**src/pkg/jbs_pkg.sv**
```systemverilog
package jbs_pkg;
   // ---------------------------------------------------------------
   // scan register lengths and fifo size
   // ---------------------------------------------------------------
   localparam int IR_LEN = 8;
   localparam int ID_LEN = 32;
   localparam int BSR_LEN = 113;
   localparam int FIFO_W = 8;
   localparam int FIFO_D = 32;
   // ---------------------------------------------------------------
   // instruction codes
   // ---------------------------------------------------------------
   localparam logic [7:0] INS_EXTEST = 8'h00;
   localparam logic [7:0] INS_IDCODE = 8'h21;
   localparam logic [7:0] INS_SAMPLE = 8'h05;
   localparam logic [7:0] INS_CLAMP = 8'h07;
   localparam logic [7:0] INS_HIGHZ = 8'h03;
   localparam logic [7:0] INS_BYPASS = 8'hff;
   localparam logic [1:0] IR_CAPT = 2'h1;
   // ---------------------------------------------------------------
   // identification fields
   // ---------------------------------------------------------------
   localparam logic [3:0] ID_REV = 4'h0;
   localparam logic [15:0] ID_DEV = 16'h0001;
   // arbitrary vendor value
   localparam logic [10:0] ID_VEND = 11'h155;
   localparam logic ID_PRESENT = 1'h1;
   // ---------------------------------------------------------------
   // port controller states
   // ---------------------------------------------------------------
   typedef enum logic [3:0] {
      TLR, RTI, SEL_DR, CAP_DR, SH_DR, EX1_DR, PA_DR, EX2_DR, UPD_DR,
      SEL_IR, CAP_IR, SH_IR, EX1_IR, PA_IR, EX2_IR, UPD_IR
   } jbs_state_t;
   // link pins after synchronising
   typedef struct packed {
      logic tck;
      logic tms;
      logic tdi;
   } jbs_link_t;
endpackage : jbs_pkg

```
**src/rtl/jbs_tap.sv**
```systemverilog
`timescale 1ns/1ns
`default_nettype none
module jbs_tap (
   input wire logic clk_i,
   input wire logic reset_i,
   input wire logic tck_i,
   input wire logic tms_i,
   input wire logic tdi_i,
   input wire logic [jbs_pkg::BSR_LEN-1:0] ring_i,
   input wire logic [jbs_pkg::BSR_LEN-1:0] used_i,
   output logic tdo_o,
   output logic tdo_oe_o,
   output logic outs_float_o,
   output logic ring_drive_o,
   output logic [jbs_pkg::BSR_LEN-1:0] ring_o,
   output logic [jbs_pkg::FIFO_W-1:0] byte_o,
   output logic byte_valid_o,
   input wire logic byte_ready_i,
   output logic [jbs_pkg::IR_LEN-1:0] instr_o
);
   // ---------------------------------------------------------------
   // pin synchroniser and edge finding
   // ---------------------------------------------------------------
   jbs_pkg::jbs_link_t meta_ff;
   jbs_pkg::jbs_link_t sync_ff;
   logic tck_old_ff;
   always_ff @(posedge clk_i) begin
      if (reset_i) begin
         meta_ff <= '0;
         sync_ff <= '0;
         tck_old_ff <= 1'b0;
      end else begin
         meta_ff <= '{tck: tck_i, tms: tms_i, tdi: tdi_i};
         sync_ff <= meta_ff;
         tck_old_ff <= sync_ff.tck;
      end
   end
   wire rise = sync_ff.tck && !tck_old_ff;
   wire fall = !sync_ff.tck && tck_old_ff;
   // ---------------------------------------------------------------
   // state machine
   // ---------------------------------------------------------------
   jbs_pkg::jbs_state_t st_ff;
   jbs_pkg::jbs_state_t nxt_st;
   logic m;
   always_comb begin
      m = sync_ff.tms;
      case (st_ff)
         jbs_pkg::TLR: nxt_st = m ? jbs_pkg::TLR : jbs_pkg::RTI;
         jbs_pkg::RTI: nxt_st = m ? jbs_pkg::SEL_DR : jbs_pkg::RTI;
         jbs_pkg::SEL_DR: nxt_st = m ? jbs_pkg::SEL_IR : jbs_pkg::CAP_DR;
         jbs_pkg::CAP_DR: nxt_st = m ? jbs_pkg::EX1_DR : jbs_pkg::SH_DR;
         jbs_pkg::SH_DR: nxt_st = m ? jbs_pkg::EX1_DR : jbs_pkg::SH_DR;
         jbs_pkg::EX1_DR: nxt_st = m ? jbs_pkg::UPD_DR : jbs_pkg::PA_DR;
         jbs_pkg::PA_DR: nxt_st = m ? jbs_pkg::EX2_DR : jbs_pkg::PA_DR;
         jbs_pkg::EX2_DR: nxt_st = m ? jbs_pkg::UPD_DR : jbs_pkg::SH_DR;
         jbs_pkg::UPD_DR: nxt_st = m ? jbs_pkg::SEL_DR : jbs_pkg::RTI;
         jbs_pkg::SEL_IR: nxt_st = m ? jbs_pkg::TLR : jbs_pkg::CAP_IR;
         jbs_pkg::CAP_IR: nxt_st = m ? jbs_pkg::EX1_IR : jbs_pkg::SH_IR;
         jbs_pkg::SH_IR: nxt_st = m ? jbs_pkg::EX1_IR : jbs_pkg::SH_IR;
         jbs_pkg::EX1_IR: nxt_st = m ? jbs_pkg::UPD_IR : jbs_pkg::PA_IR;
         jbs_pkg::PA_IR: nxt_st = m ? jbs_pkg::EX2_IR : jbs_pkg::PA_IR;
         jbs_pkg::EX2_IR: nxt_st = m ? jbs_pkg::UPD_IR : jbs_pkg::SH_IR;
         jbs_pkg::UPD_IR: nxt_st = m ? jbs_pkg::SEL_DR : jbs_pkg::RTI;
         default: nxt_st = jbs_pkg::TLR;
      endcase
   end
   always_ff @(posedge clk_i) begin
      if (reset_i) st_ff <= jbs_pkg::TLR;
      else if (rise) st_ff <= nxt_st;
   end
   // ---------------------------------------------------------------
   // instruction decode
   // ---------------------------------------------------------------
   logic [jbs_pkg::IR_LEN-1:0] ir_sh_ff;
   logic [jbs_pkg::IR_LEN-1:0] ir_ff;
   wire sel_id = ir_ff == jbs_pkg::INS_IDCODE;
   wire sel_bsr = ir_ff == jbs_pkg::INS_EXTEST || ir_ff == jbs_pkg::INS_SAMPLE
      || ir_ff == jbs_pkg::INS_HIGHZ;
   // clamp, bypass and reserved codes fall to bypass
   wire sel_byp = !sel_id && !sel_bsr;
   wire is_highz = ir_ff == jbs_pkg::INS_HIGHZ;
   wire is_drive = ir_ff == jbs_pkg::INS_EXTEST || ir_ff == jbs_pkg::INS_CLAMP;
   wire [jbs_pkg::ID_LEN-1:0] id_word = {jbs_pkg::ID_REV, jbs_pkg::ID_DEV,
      jbs_pkg::ID_VEND, jbs_pkg::ID_PRESENT};
   // ---------------------------------------------------------------
   // scan registers
   // ---------------------------------------------------------------
   logic byp_ff;
   logic [jbs_pkg::ID_LEN-1:0] id_sh_ff;
   logic [jbs_pkg::BSR_LEN-1:0] bsr_ff;
   logic [jbs_pkg::BSR_LEN-1:0] ring_ff;
   wire [jbs_pkg::BSR_LEN-1:0] ring_cap = ring_i & used_i;
   wire cap_dr = rise && st_ff == jbs_pkg::CAP_DR;
   wire sh_dr = rise && st_ff == jbs_pkg::SH_DR;
   always_ff @(posedge clk_i) begin
      if (reset_i || (rise && st_ff == jbs_pkg::TLR)) begin
         ir_ff <= jbs_pkg::INS_IDCODE;
         ir_sh_ff <= '0;
      end else if (rise && st_ff == jbs_pkg::CAP_IR) begin
         ir_sh_ff <= {ir_ff[7:2], jbs_pkg::IR_CAPT};
      end else if (rise && st_ff == jbs_pkg::SH_IR) begin
         ir_sh_ff <= {sync_ff.tdi, ir_sh_ff[7:1]};
      end else if (rise && st_ff == jbs_pkg::UPD_IR) begin
         ir_ff <= ir_sh_ff;
      end
   end
   always_ff @(posedge clk_i) begin
      if (reset_i) begin
         byp_ff <= 1'b0;
         id_sh_ff <= '0;
         bsr_ff <= '0;
      end else if (cap_dr) begin
         byp_ff <= 1'b0;
         id_sh_ff <= id_word;
         bsr_ff <= ring_cap;
      end else if (sh_dr) begin
         byp_ff <= sync_ff.tdi;
         id_sh_ff <= {sync_ff.tdi, id_sh_ff[31:1]};
         bsr_ff <= {sync_ff.tdi, bsr_ff[112:1]};
      end
   end
   always_ff @(posedge clk_i) begin
      if (reset_i) ring_ff <= '0;
      else if (rise && st_ff == jbs_pkg::UPD_DR && sel_bsr) ring_ff <= bsr_ff & used_i;
   end
   // ---------------------------------------------------------------
   // serial output on falling edge
   // ---------------------------------------------------------------
   wire in_sh_ir = st_ff == jbs_pkg::SH_IR;
   wire in_sh_dr = st_ff == jbs_pkg::SH_DR;
   wire dr_bit = sel_id ? id_sh_ff[0] : (sel_bsr ? bsr_ff[0] : byp_ff);
   wire nxt_tdo = in_sh_ir ? ir_sh_ff[0] : dr_bit;
   always_ff @(posedge clk_i) begin
      if (reset_i) begin
         tdo_o <= 1'b0;
         tdo_oe_o <= 1'b0;
      end else if (fall) begin
         tdo_o <= nxt_tdo;
         tdo_oe_o <= in_sh_ir || in_sh_dr;
      end
   end
   // ---------------------------------------------------------------
   // outputs and shifted-bit stream
   // ---------------------------------------------------------------
   logic [jbs_pkg::FIFO_W-1:0] acc_ff;
   logic [2:0] nbit_ff;
   logic push_ff;
   logic [jbs_pkg::FIFO_W-1:0] pbyte_ff;
   logic in_ready;
   always_ff @(posedge clk_i) begin
      if (reset_i) begin
         acc_ff <= '0;
         nbit_ff <= '0;
         push_ff <= 1'b0;
         pbyte_ff <= '0;
      end else begin
         if (push_ff && in_ready) push_ff <= 1'b0;
         if (sh_dr) begin
            acc_ff <= {dr_bit, acc_ff[7:1]};
            nbit_ff <= nbit_ff + 3'h1;
            if (nbit_ff == 3'h7) begin
               pbyte_ff <= {dr_bit, acc_ff[7:1]};
               push_ff <= 1'b1;
            end
         end
      end
   end
   always_ff @(posedge clk_i) begin
      if (reset_i) begin
         outs_float_o <= 1'b0;
         ring_drive_o <= 1'b0;
         ring_o <= '0;
         instr_o <= jbs_pkg::INS_IDCODE;
      end else begin
         outs_float_o <= is_highz;
         ring_drive_o <= is_drive;
         ring_o <= ring_ff;
         instr_o <= ir_ff;
      end
   end
   jbs_fifo #(
      .WIDTH(jbs_pkg::FIFO_W),
      .DEPTH(jbs_pkg::FIFO_D)
   ) u_fifo (
      .clk_i(clk_i),
      .reset_i(reset_i),
      .in_data_i(pbyte_ff),
      .in_valid_i(push_ff),
      .in_ready_o(in_ready),
      .out_data_o(byte_o),
      .out_valid_o(byte_valid_o),
      .out_ready_i(byte_ready_i)
   );
endmodule : jbs_tap
`default_nettype wire

```
**src/rtl/jbs_fifo.sv**
```systemverilog
`timescale 1ns/1ns
`default_nettype none
module jbs_fifo #(
   parameter int WIDTH = 8,
   parameter int DEPTH = 32
) (
   input wire logic clk_i,
   input wire logic reset_i,
   input wire logic [WIDTH-1:0] in_data_i,
   input wire logic in_valid_i,
   output logic in_ready_o,
   output logic [WIDTH-1:0] out_data_o,
   output logic out_valid_o,
   input wire logic out_ready_i
);
   localparam int AW = $clog2(DEPTH);
   logic [WIDTH-1:0] mem_ff [DEPTH];
   logic [AW-1:0] wr_ff;
   logic [AW-1:0] rd_ff;
   logic [AW:0] cnt_ff;
   wire push = in_valid_i && in_ready_o;
   wire pop = out_valid_o && out_ready_i;
   assign in_ready_o = cnt_ff != (AW+1)'(DEPTH);
   assign out_valid_o = cnt_ff != '0;
   assign out_data_o = mem_ff[rd_ff];
   always_ff @(posedge clk_i) begin
      if (push) mem_ff[wr_ff] <= in_data_i;
   end
   always_ff @(posedge clk_i) begin
      if (reset_i) begin
         wr_ff <= '0;
         rd_ff <= '0;
         cnt_ff <= '0;
      end else begin
         if (push) wr_ff <= wr_ff + 1'b1;
         if (pop) rd_ff <= rd_ff + 1'b1;
         cnt_ff <= cnt_ff + (AW+1)'(push) - (AW+1)'(pop);
      end
   end
endmodule : jbs_fifo
`default_nettype wire

```
**config.mk**
```make
export PLATFORM = sky130hd
export DESIGN_NAME = jbs_tap
export DESIGN_NICKNAME = d
export VERILOG_FILES = /design/src/pkg/jbs_pkg.sv /design/src/rtl/jbs_tap.sv /design/src/rtl/jbs_fifo.sv
export SDC_FILE = /design/constraint.sdc
export NUM_CORES = 1
export LEC_CHECK = 0
export BUFFER_PORTS_ARGS = -buffer_cell sky130_fd_sc_hd__buf_4
export CORE_ASPECT_RATIO = 0.8
export CORE_MARGIN = 8
export CORE_UTILIZATION = 35
export CTS_BUF_LIST = sky130_fd_sc_hd__clkbuf_16
export DETAILED_ROUTE_END_ITERATION = 7
export PLACE_DENSITY = 0.62
export SYNTH_ARGS = -nofsm -noshare
export SYNTH_HDL_FRONTEND = slang
export SYNTH_HIERARCHICAL = 1
export SYNTH_SLANG_ARGS = --single-unit
```
**constraint.sdc**
```tcl
create_clock -name clk_i -period 3.4 [get_ports clk_i]
set_clock_uncertainty 0.05 [all_clocks]
set_input_delay 0 -clock clk_i [delete_from_list [all_inputs] [get_ports clk_i]]
set_output_delay 0 -clock clk_i [all_outputs]
set_load 0.01 [all_outputs]
```
==> results of run 1 <==
## area by class of cell
| cell class | instances | area (sq um) |
|---|---|---|
| repair buffers | 701 | 6160 |
| clock inverters | 64 | 558 |
| clock buffers | 75 | 1880 |
| well taps | 1001 | 1250 |
| diodes | 15 | 37.5 |
| flip-flops and latches | 706 | 16700 |
| inverters | 18 | 67.6 |
| fillers | 6518 | 38500 |
| multi-input cells | 1377 | 8570 |
## state kept, by name, indices dropped and copies added (netlist names), 6 cells and up, named ones only
register / flops
acc_ff: 7
u_fifo/mem_ff: 256
ring_ff: 113
ir_sh_ff: 8
id_sh_ff: 31
bsr_ff: 113
pbyte_ff: 8
ir_ff: 8
instr_o: 8
u_fifo/cnt_ff: 6
ring_o: 113
## layer usage
layer,up-vias,part of all wire (%)
met5,-,0.032
met4,4,4.1
met1,9841,41
li1,9440,-
met3,220,8.4
met2,879,46
## worst register-to-register path, stage by stage (launching register included)
cell and delay, ns:
dfxtp_1 0.71, nor2b_1 0.32, nand4_1 0.20, or3_4 0.64, buf_4 0.38, nand2_1 0.07, a21oi_1 0.06, dlygate4sd3_1 0.60
## power groups by stage
stage	clock network (mW)	registers (mW)	logic, mW
2_1_floorplan	0	8.95	0.732
3_3_place_gp	0	9.00	1.20
3_5_place_dp	0	9.00	1.22
4_1_cts	8.18	8.81	1.45
5_1_grt	8.50	8.82	1.57
6_report	7.99	8.81	1.46
## path summary, 6_finish.rpt
path | cells after the start | to | from | slack (ns)
max reg2reg | 7 | ring_ff[107] | st_ff[3] | 0.27
min | 3 | meta_ff[1] | tms_i | 0.13
min reg2reg | 1 | sync_ff[0] | meta_ff[0] | 0.39
max | 5 | byte_o[2] | flop | 0.26
## kinds of logic after synthesis
group	after synthesis	synth area share, %
AO/OA/AOI/OAI	488	12.0
XOR/XNOR	13	0.437
adder cells (fa/ha/maj)	17	0.845
buffers and inverters	179	3.23
flip-flops	706	64.0
multiplexers	108	5.88
AND/OR/NAND/NOR	751	13.6
## cell usage in the layout (no fill, tap or decap), types with 9 or more instances in the layout
| cell | count |
|---|---|
| dfxtp_1 | 448 |
| buf_4 | 393 |
| nand2_1 | 336 |
| dlygate4sd3_1 | 296 |
| a21oi_1 | 280 |
| edfxtp_1 | 256 |
| nand3_1 | 148 |
| nor2b_1 | 131 |
| a32oi_1 | 112 |
| nor2_1 | 76 |
| mux2i_1 | 76 |
| clkbuf_16 | 76 |
| a22oi_1 | 34 |
| inv_1 | 31 |
| mux4_2 | 18 |
| ha_1 | 16 |
| clkinv_2 | 16 |
| diode_2 | 15 |
| mux4_1 | 14 |
| clkinv_1 | 11 |
| a211oi_1 | 10 |
| a31oi_1 | 9 |
| buf_12 | 9 |
## timing repair
item	4_1_cts	5_1_grt
resized for setup	0	2
endpoints found under the hold margin	289	0
hold buffers	296	0
setup buffers	0	0
setup endpoints to repair	0	6
==> flow_summary.yaml, run 1 <==
status:
  run_status: "finished clean"
timing:
  finalMaxSlewViolations: 0
  setup_violations: 0
  fin_ws_ns: 0.262
  timing.final.crit_period_ns: 3.14
  fin_setup_tns_ns: 0
  slew-limit-headroom_pct: 16.0
  tightest_slew_ns: 1.26
  fin_crit_sh_pct: 92.3
  hold_viol: 0
  rsz0062_at_grt: "false"
  max_freq_mhz: 319
  whs_ns: 0.128
power_and_ir_drop:
  peakVddDrop_mv: 0.431
  p_per_area_nw_per_um2: 518
  seqPwrFrac_pct: 48.3
  power.share.combinational_pct: 8.0
  swShare_pct: 23.4
  switchingPower_mw: 4.28
  clockPowerShare_pct: 43.8
  p_leak_nw: 12.4
  p_int_mw: 14.0
  power_mw: 18.3
setup_path:
  worstSetupPathType: "reg2out"
  cp-start-kind: "flop"
  crit_path_cell_trace: "buf_4 -> mux4_1 -> a221oi_1 -> nand3_1 -> buf_4"
  max_stage_delay_ns: 0.61
  crit_family: "compound AO/OA/AOI/OAI gates"
  critPathRequiredTime_ns: 3.35
  path_max_fanout: 20
  crit_buf_inv: 2
  cp_common_cell: "buf_4"
  cp.arrival_ns: 3.09
  end_kind: "primary output"
  critPathSlowestCell: "a221oi_1"
detailed_routing:
  vias_per_cell: 5.15
  via_count: 20384
  first_pass_iters: 8
  wl_per_cell_um: 19.8
  wirelength_um: 78500
  first_iter_violations: 1637
  drc_errors: 0
  postRouteAntennaNets: 0
clocking:
  cts_buffers: 75
  cts_max_path_buffers: 3
  cts.sinks: 706
  cts.clk_slew.worst_paths_ns: 0.06
  root_buffer: "clkbuf_16"
  clkLatencyLatePin_ns: 0.62
  cts_tree: "built"
  htree_levels: 3
global_routing:
  grt_use_met3_pct: 5.17
  grt.overflow.total: 0
  grt_pass1_wl_um: 119000
  antenna_found_initial: 12
  grt_busiest_layer: "met2"
  met2_usage_pct: 28.1
  first_global_vias: 20587
  grt_use_met1_pct: 22.9
  grt_usage_pct: 17.9
  grt_max_degree: 143
floorplanning:
  io_pins: 366
  die_y_um: 260
  coreArea_sq_um: 73700
  die_area_sq_um: 83500
  rows: 89
  start_util_pct: 35.4
  die_w_um: 321
logic_synthesis:
  synth_top_area_share_pct: 34.5
  synth-edff-count: 256
  synth_cells: 2262
  ys_seq_elements: 706
  synth.most_common_cell: "dfxtp_1"
  synthArstFlopShare_pct: 0
  yosys.area.top_type: "dfxtp_1"
  ys.flop_type: "dfxtp_1"
  syn_area_per_cell_sq_um: 11.5
  netlist_top_cells_count: "450 x dfxtp_1, 336 x nand2_1, 280 x a21oi_1, 256 x edfxtp_1, 148 x nand3_1"
  yosysUniqueCellTypes: 63
  syn_nets: 2511
  syn-cell-area_sq_um: 26100
  netlist_top_cells_area: "dfxtp_1 35%, edfxtp_1 29%, a21oi_1 5.4%"
  ys.warnings.count: 6
  yosysSeqAreaShare_pct: 64.0
job:
  cap_violations: 0
worst_hold_path:
  holdCritPathClass: "in2reg"
final_layout:
  stdcell_count: 3957
  fin_area_sq_um: 35200
  area_delta_synth_final_pct: 35.1
  drive_gt1_share_pct: 18.9
  fin_util_pct: 47.8
  finalNetCount: 3128
placement:
  port_buffers: 365
  gp_congestion: 0.866
  dp_hpwl_um: 50900
  dp_cells: 3506
  place_area_sq_um: 29800
  post-place-ws_ns: 0.654
Note: power is estimated with default switching activity, not from simulation.
==> inputs of run 2 (changes only) <==
--- a/config.mk
+++ b/config.mk
@@ -11,6 +11,7 @@
 export CORE_UTILIZATION = 35
 export CTS_BUF_LIST = sky130_fd_sc_hd__clkbuf_16
 export DETAILED_ROUTE_END_ITERATION = 7
+export GPL_ROUTABILITY_DRIVEN = 0
 export PLACE_DENSITY = 0.62
 export SYNTH_ARGS = -nofsm -noshare
 export SYNTH_HDL_FRONTEND = slang
==> constraint.sdc (replaced) <==
create_clock -name clk_i -period 3.4 [get_ports clk_i]
set_clock_uncertainty 0.05 [all_clocks]
set_input_delay 0.68 -clock clk_i [delete_from_list [all_inputs] [get_ports clk_i]]
set_output_delay 0.68 -clock clk_i [all_outputs]
set_load 0.01 [all_outputs]
==> flow_summary.yaml, run 2 (same netlist as run 1, synthesis figures left out) <==
timing:
  setup_violations: 0
  fin_setup_tns_ns: 0
  fin_ws_ns: 0.0921
  hold_viol: 0
  slew-limit-headroom_pct: 16.6
  tightest_slew_ns: 1.25
  fin_crit_sh_pct: 97.3
  finalMaxSlewViolations: 0
  max_freq_mhz: 302
  rsz0062_at_grt: "false"
  timing.final.crit_period_ns: 3.31
setup_path:
  reg2reg_slack_ns: 0.62
  r2r_cells: 14
  critPathRequiredTime_ns: 2.67
  cp.arrival_ns: 2.58
  end_kind: "primary output"
  path_max_fanout: 12
  r2r_start: "u_fifo/cnt_ff[2]"
  cp-start-kind: "flop"
  worstSetupPathType: "reg2out"
  rr_endpoint: "u_fifo/cnt_ff[4]"
worst_hold_path:
  min_from: "tdi_i"
  holdCritPathClass: "in2reg"
  whs_path_depth: 2
  hold_path_end: "meta_ff[0]"
clocking:
  cts_buffers: 73
  htree_levels: 3
  cts.sinks: 706
  cts.clk_slew.worst_paths_ns: 0.06
  clkLatencyLatePin_ns: 0.61
  cts_max_path_buffers: 3
  cts_tree: "built"
  hold_buffers: 0
  root_buffer: "clkbuf_16"
global_routing:
  antenna_found_initial: 7
  grt_pass1_wl_um: 113000
  grt.overflow.total: 0
  grt_usage_pct: 17.3
  grt_max_degree: 116
  first_global_vias: 18823
final_layout:
  finalNetCount: 2852
  area_delta_synth_final_pct: 24.0
  mostFrequentLayoutCells: "448 x dfxtp_1, 410 x buf_4, 336 x nand2_1, 280 x a21oi_1, 256 x edfxtp_1"
  largest_reg_flops: 256
  drive_gt1_share_pct: 21.6
  fin_util_pct: 43.9
  fin_area_sq_um: 32300
  largest-register: "u_fifo/mem_ff"
  mostFrequentLayoutCell: "dfxtp_1"
floorplanning:
  die_y_um: 260
  die_w_um: 321
  coreArea_sq_um: 73700
  io_pins: 366
  die_area_sq_um: 83500
  start_util_pct: 35.4
  rows: 89
power_and_ir_drop:
  peakVddDrop_mv: 0.371
  p_per_area_nw_per_um2: 545
  power_mw: 17.6
  p_leak_nw: 11.2
status:
  run_status: "finished clean"
detailed_routing:
  via_count: 19057
  vias_per_cell: 5.20
  drc_errors: 0
  postRouteAntennaNets: 0
  wl_per_cell_um: 20.6
  wirelength_um: 75600
  first_iter_violations: 1737
  first_pass_iters: 5
job:
  cap_violations: 0
placement:
  dp_hpwl_um: 51700
  place_area_sq_um: 29900
  post-place-ws_ns: 0.458
  port_buffers: 365
## run 2: cell types whose count changed in the layout (fill, tap and decap cells not counted), sizes merged
cell / delta
diode: -12
dlygate4sd3: -296
clkinv: +4
clkbuf: -1
bufinv: -4
buf: +23
inv: -6
## run 2: how the worst max path moves through the flow
stage                                start               end  slack [ns]  cells past startpoint
after floorplan           u_fifo/cnt_ff[2]  u_fifo/cnt_ff[4]        0.75                     15
after global placement                flop         byte_o[4]        0.48                      6
after detailed placement              flop         byte_o[1]        0.46                      6
after CTS                             flop         byte_o[7]        0.04                      6
after global routing                  flop         byte_o[5]        0.01                      6
final                                 flop         byte_o[6]        0.09                      6
## run 2: critical path: stages (launching register included)
cell and delay, ns:
dfxtp_4 0.39, buf_12 0.16, mux4_2 0.50, a22o_1 0.22
a221oi_2 0.28, nand3_1 0.22, buf_4 0.20
## run 2: what timing repair did
action	CTS	global route
resized for setup	7	3
setup buffers	6	0
setup endpoints to repair	8	3
pin swaps	2	2
## run 2: layout make-up
cell class,instances,area (sq um)
diodes,3,7.51
clock buffers,75,1880
clock inverters,58,394
fillers,6858,41400
inverters,18,67.6
multi-input cells,1377,8610
flip-flops and latches,706,16700
well taps,1001,1250
repair buffers,427,3420
## run 2: routing by layer
metal	global-route usage [%]	share of wire [%]	vias to the layer above
li1	-	-	8905
met1	22.5	42	9263
met2	26.6	45	730
met3	6.08	9.6	151
met4	6.07	3.2	8
met5	0	0.069	-
## run 2: power by group
group	leakage, nW	switching, mW	internal (mW)
logic	4.14	0.676	0.634
registers	5.93	0.0542	8.74
clock network	1.16	3.37	4.14
total	11.2	4.10	13.5
## run 2: stage by stage
stage | cells | hold WS (ns)
after CTS | 3662 | 0.195
final | 3665 | 0.248
after floorplan | 2262 | 0.364
after global routing | 3662 | 0.205
after detailed placement | 3523 | 0.382
after global placement | 3523 | 0.380
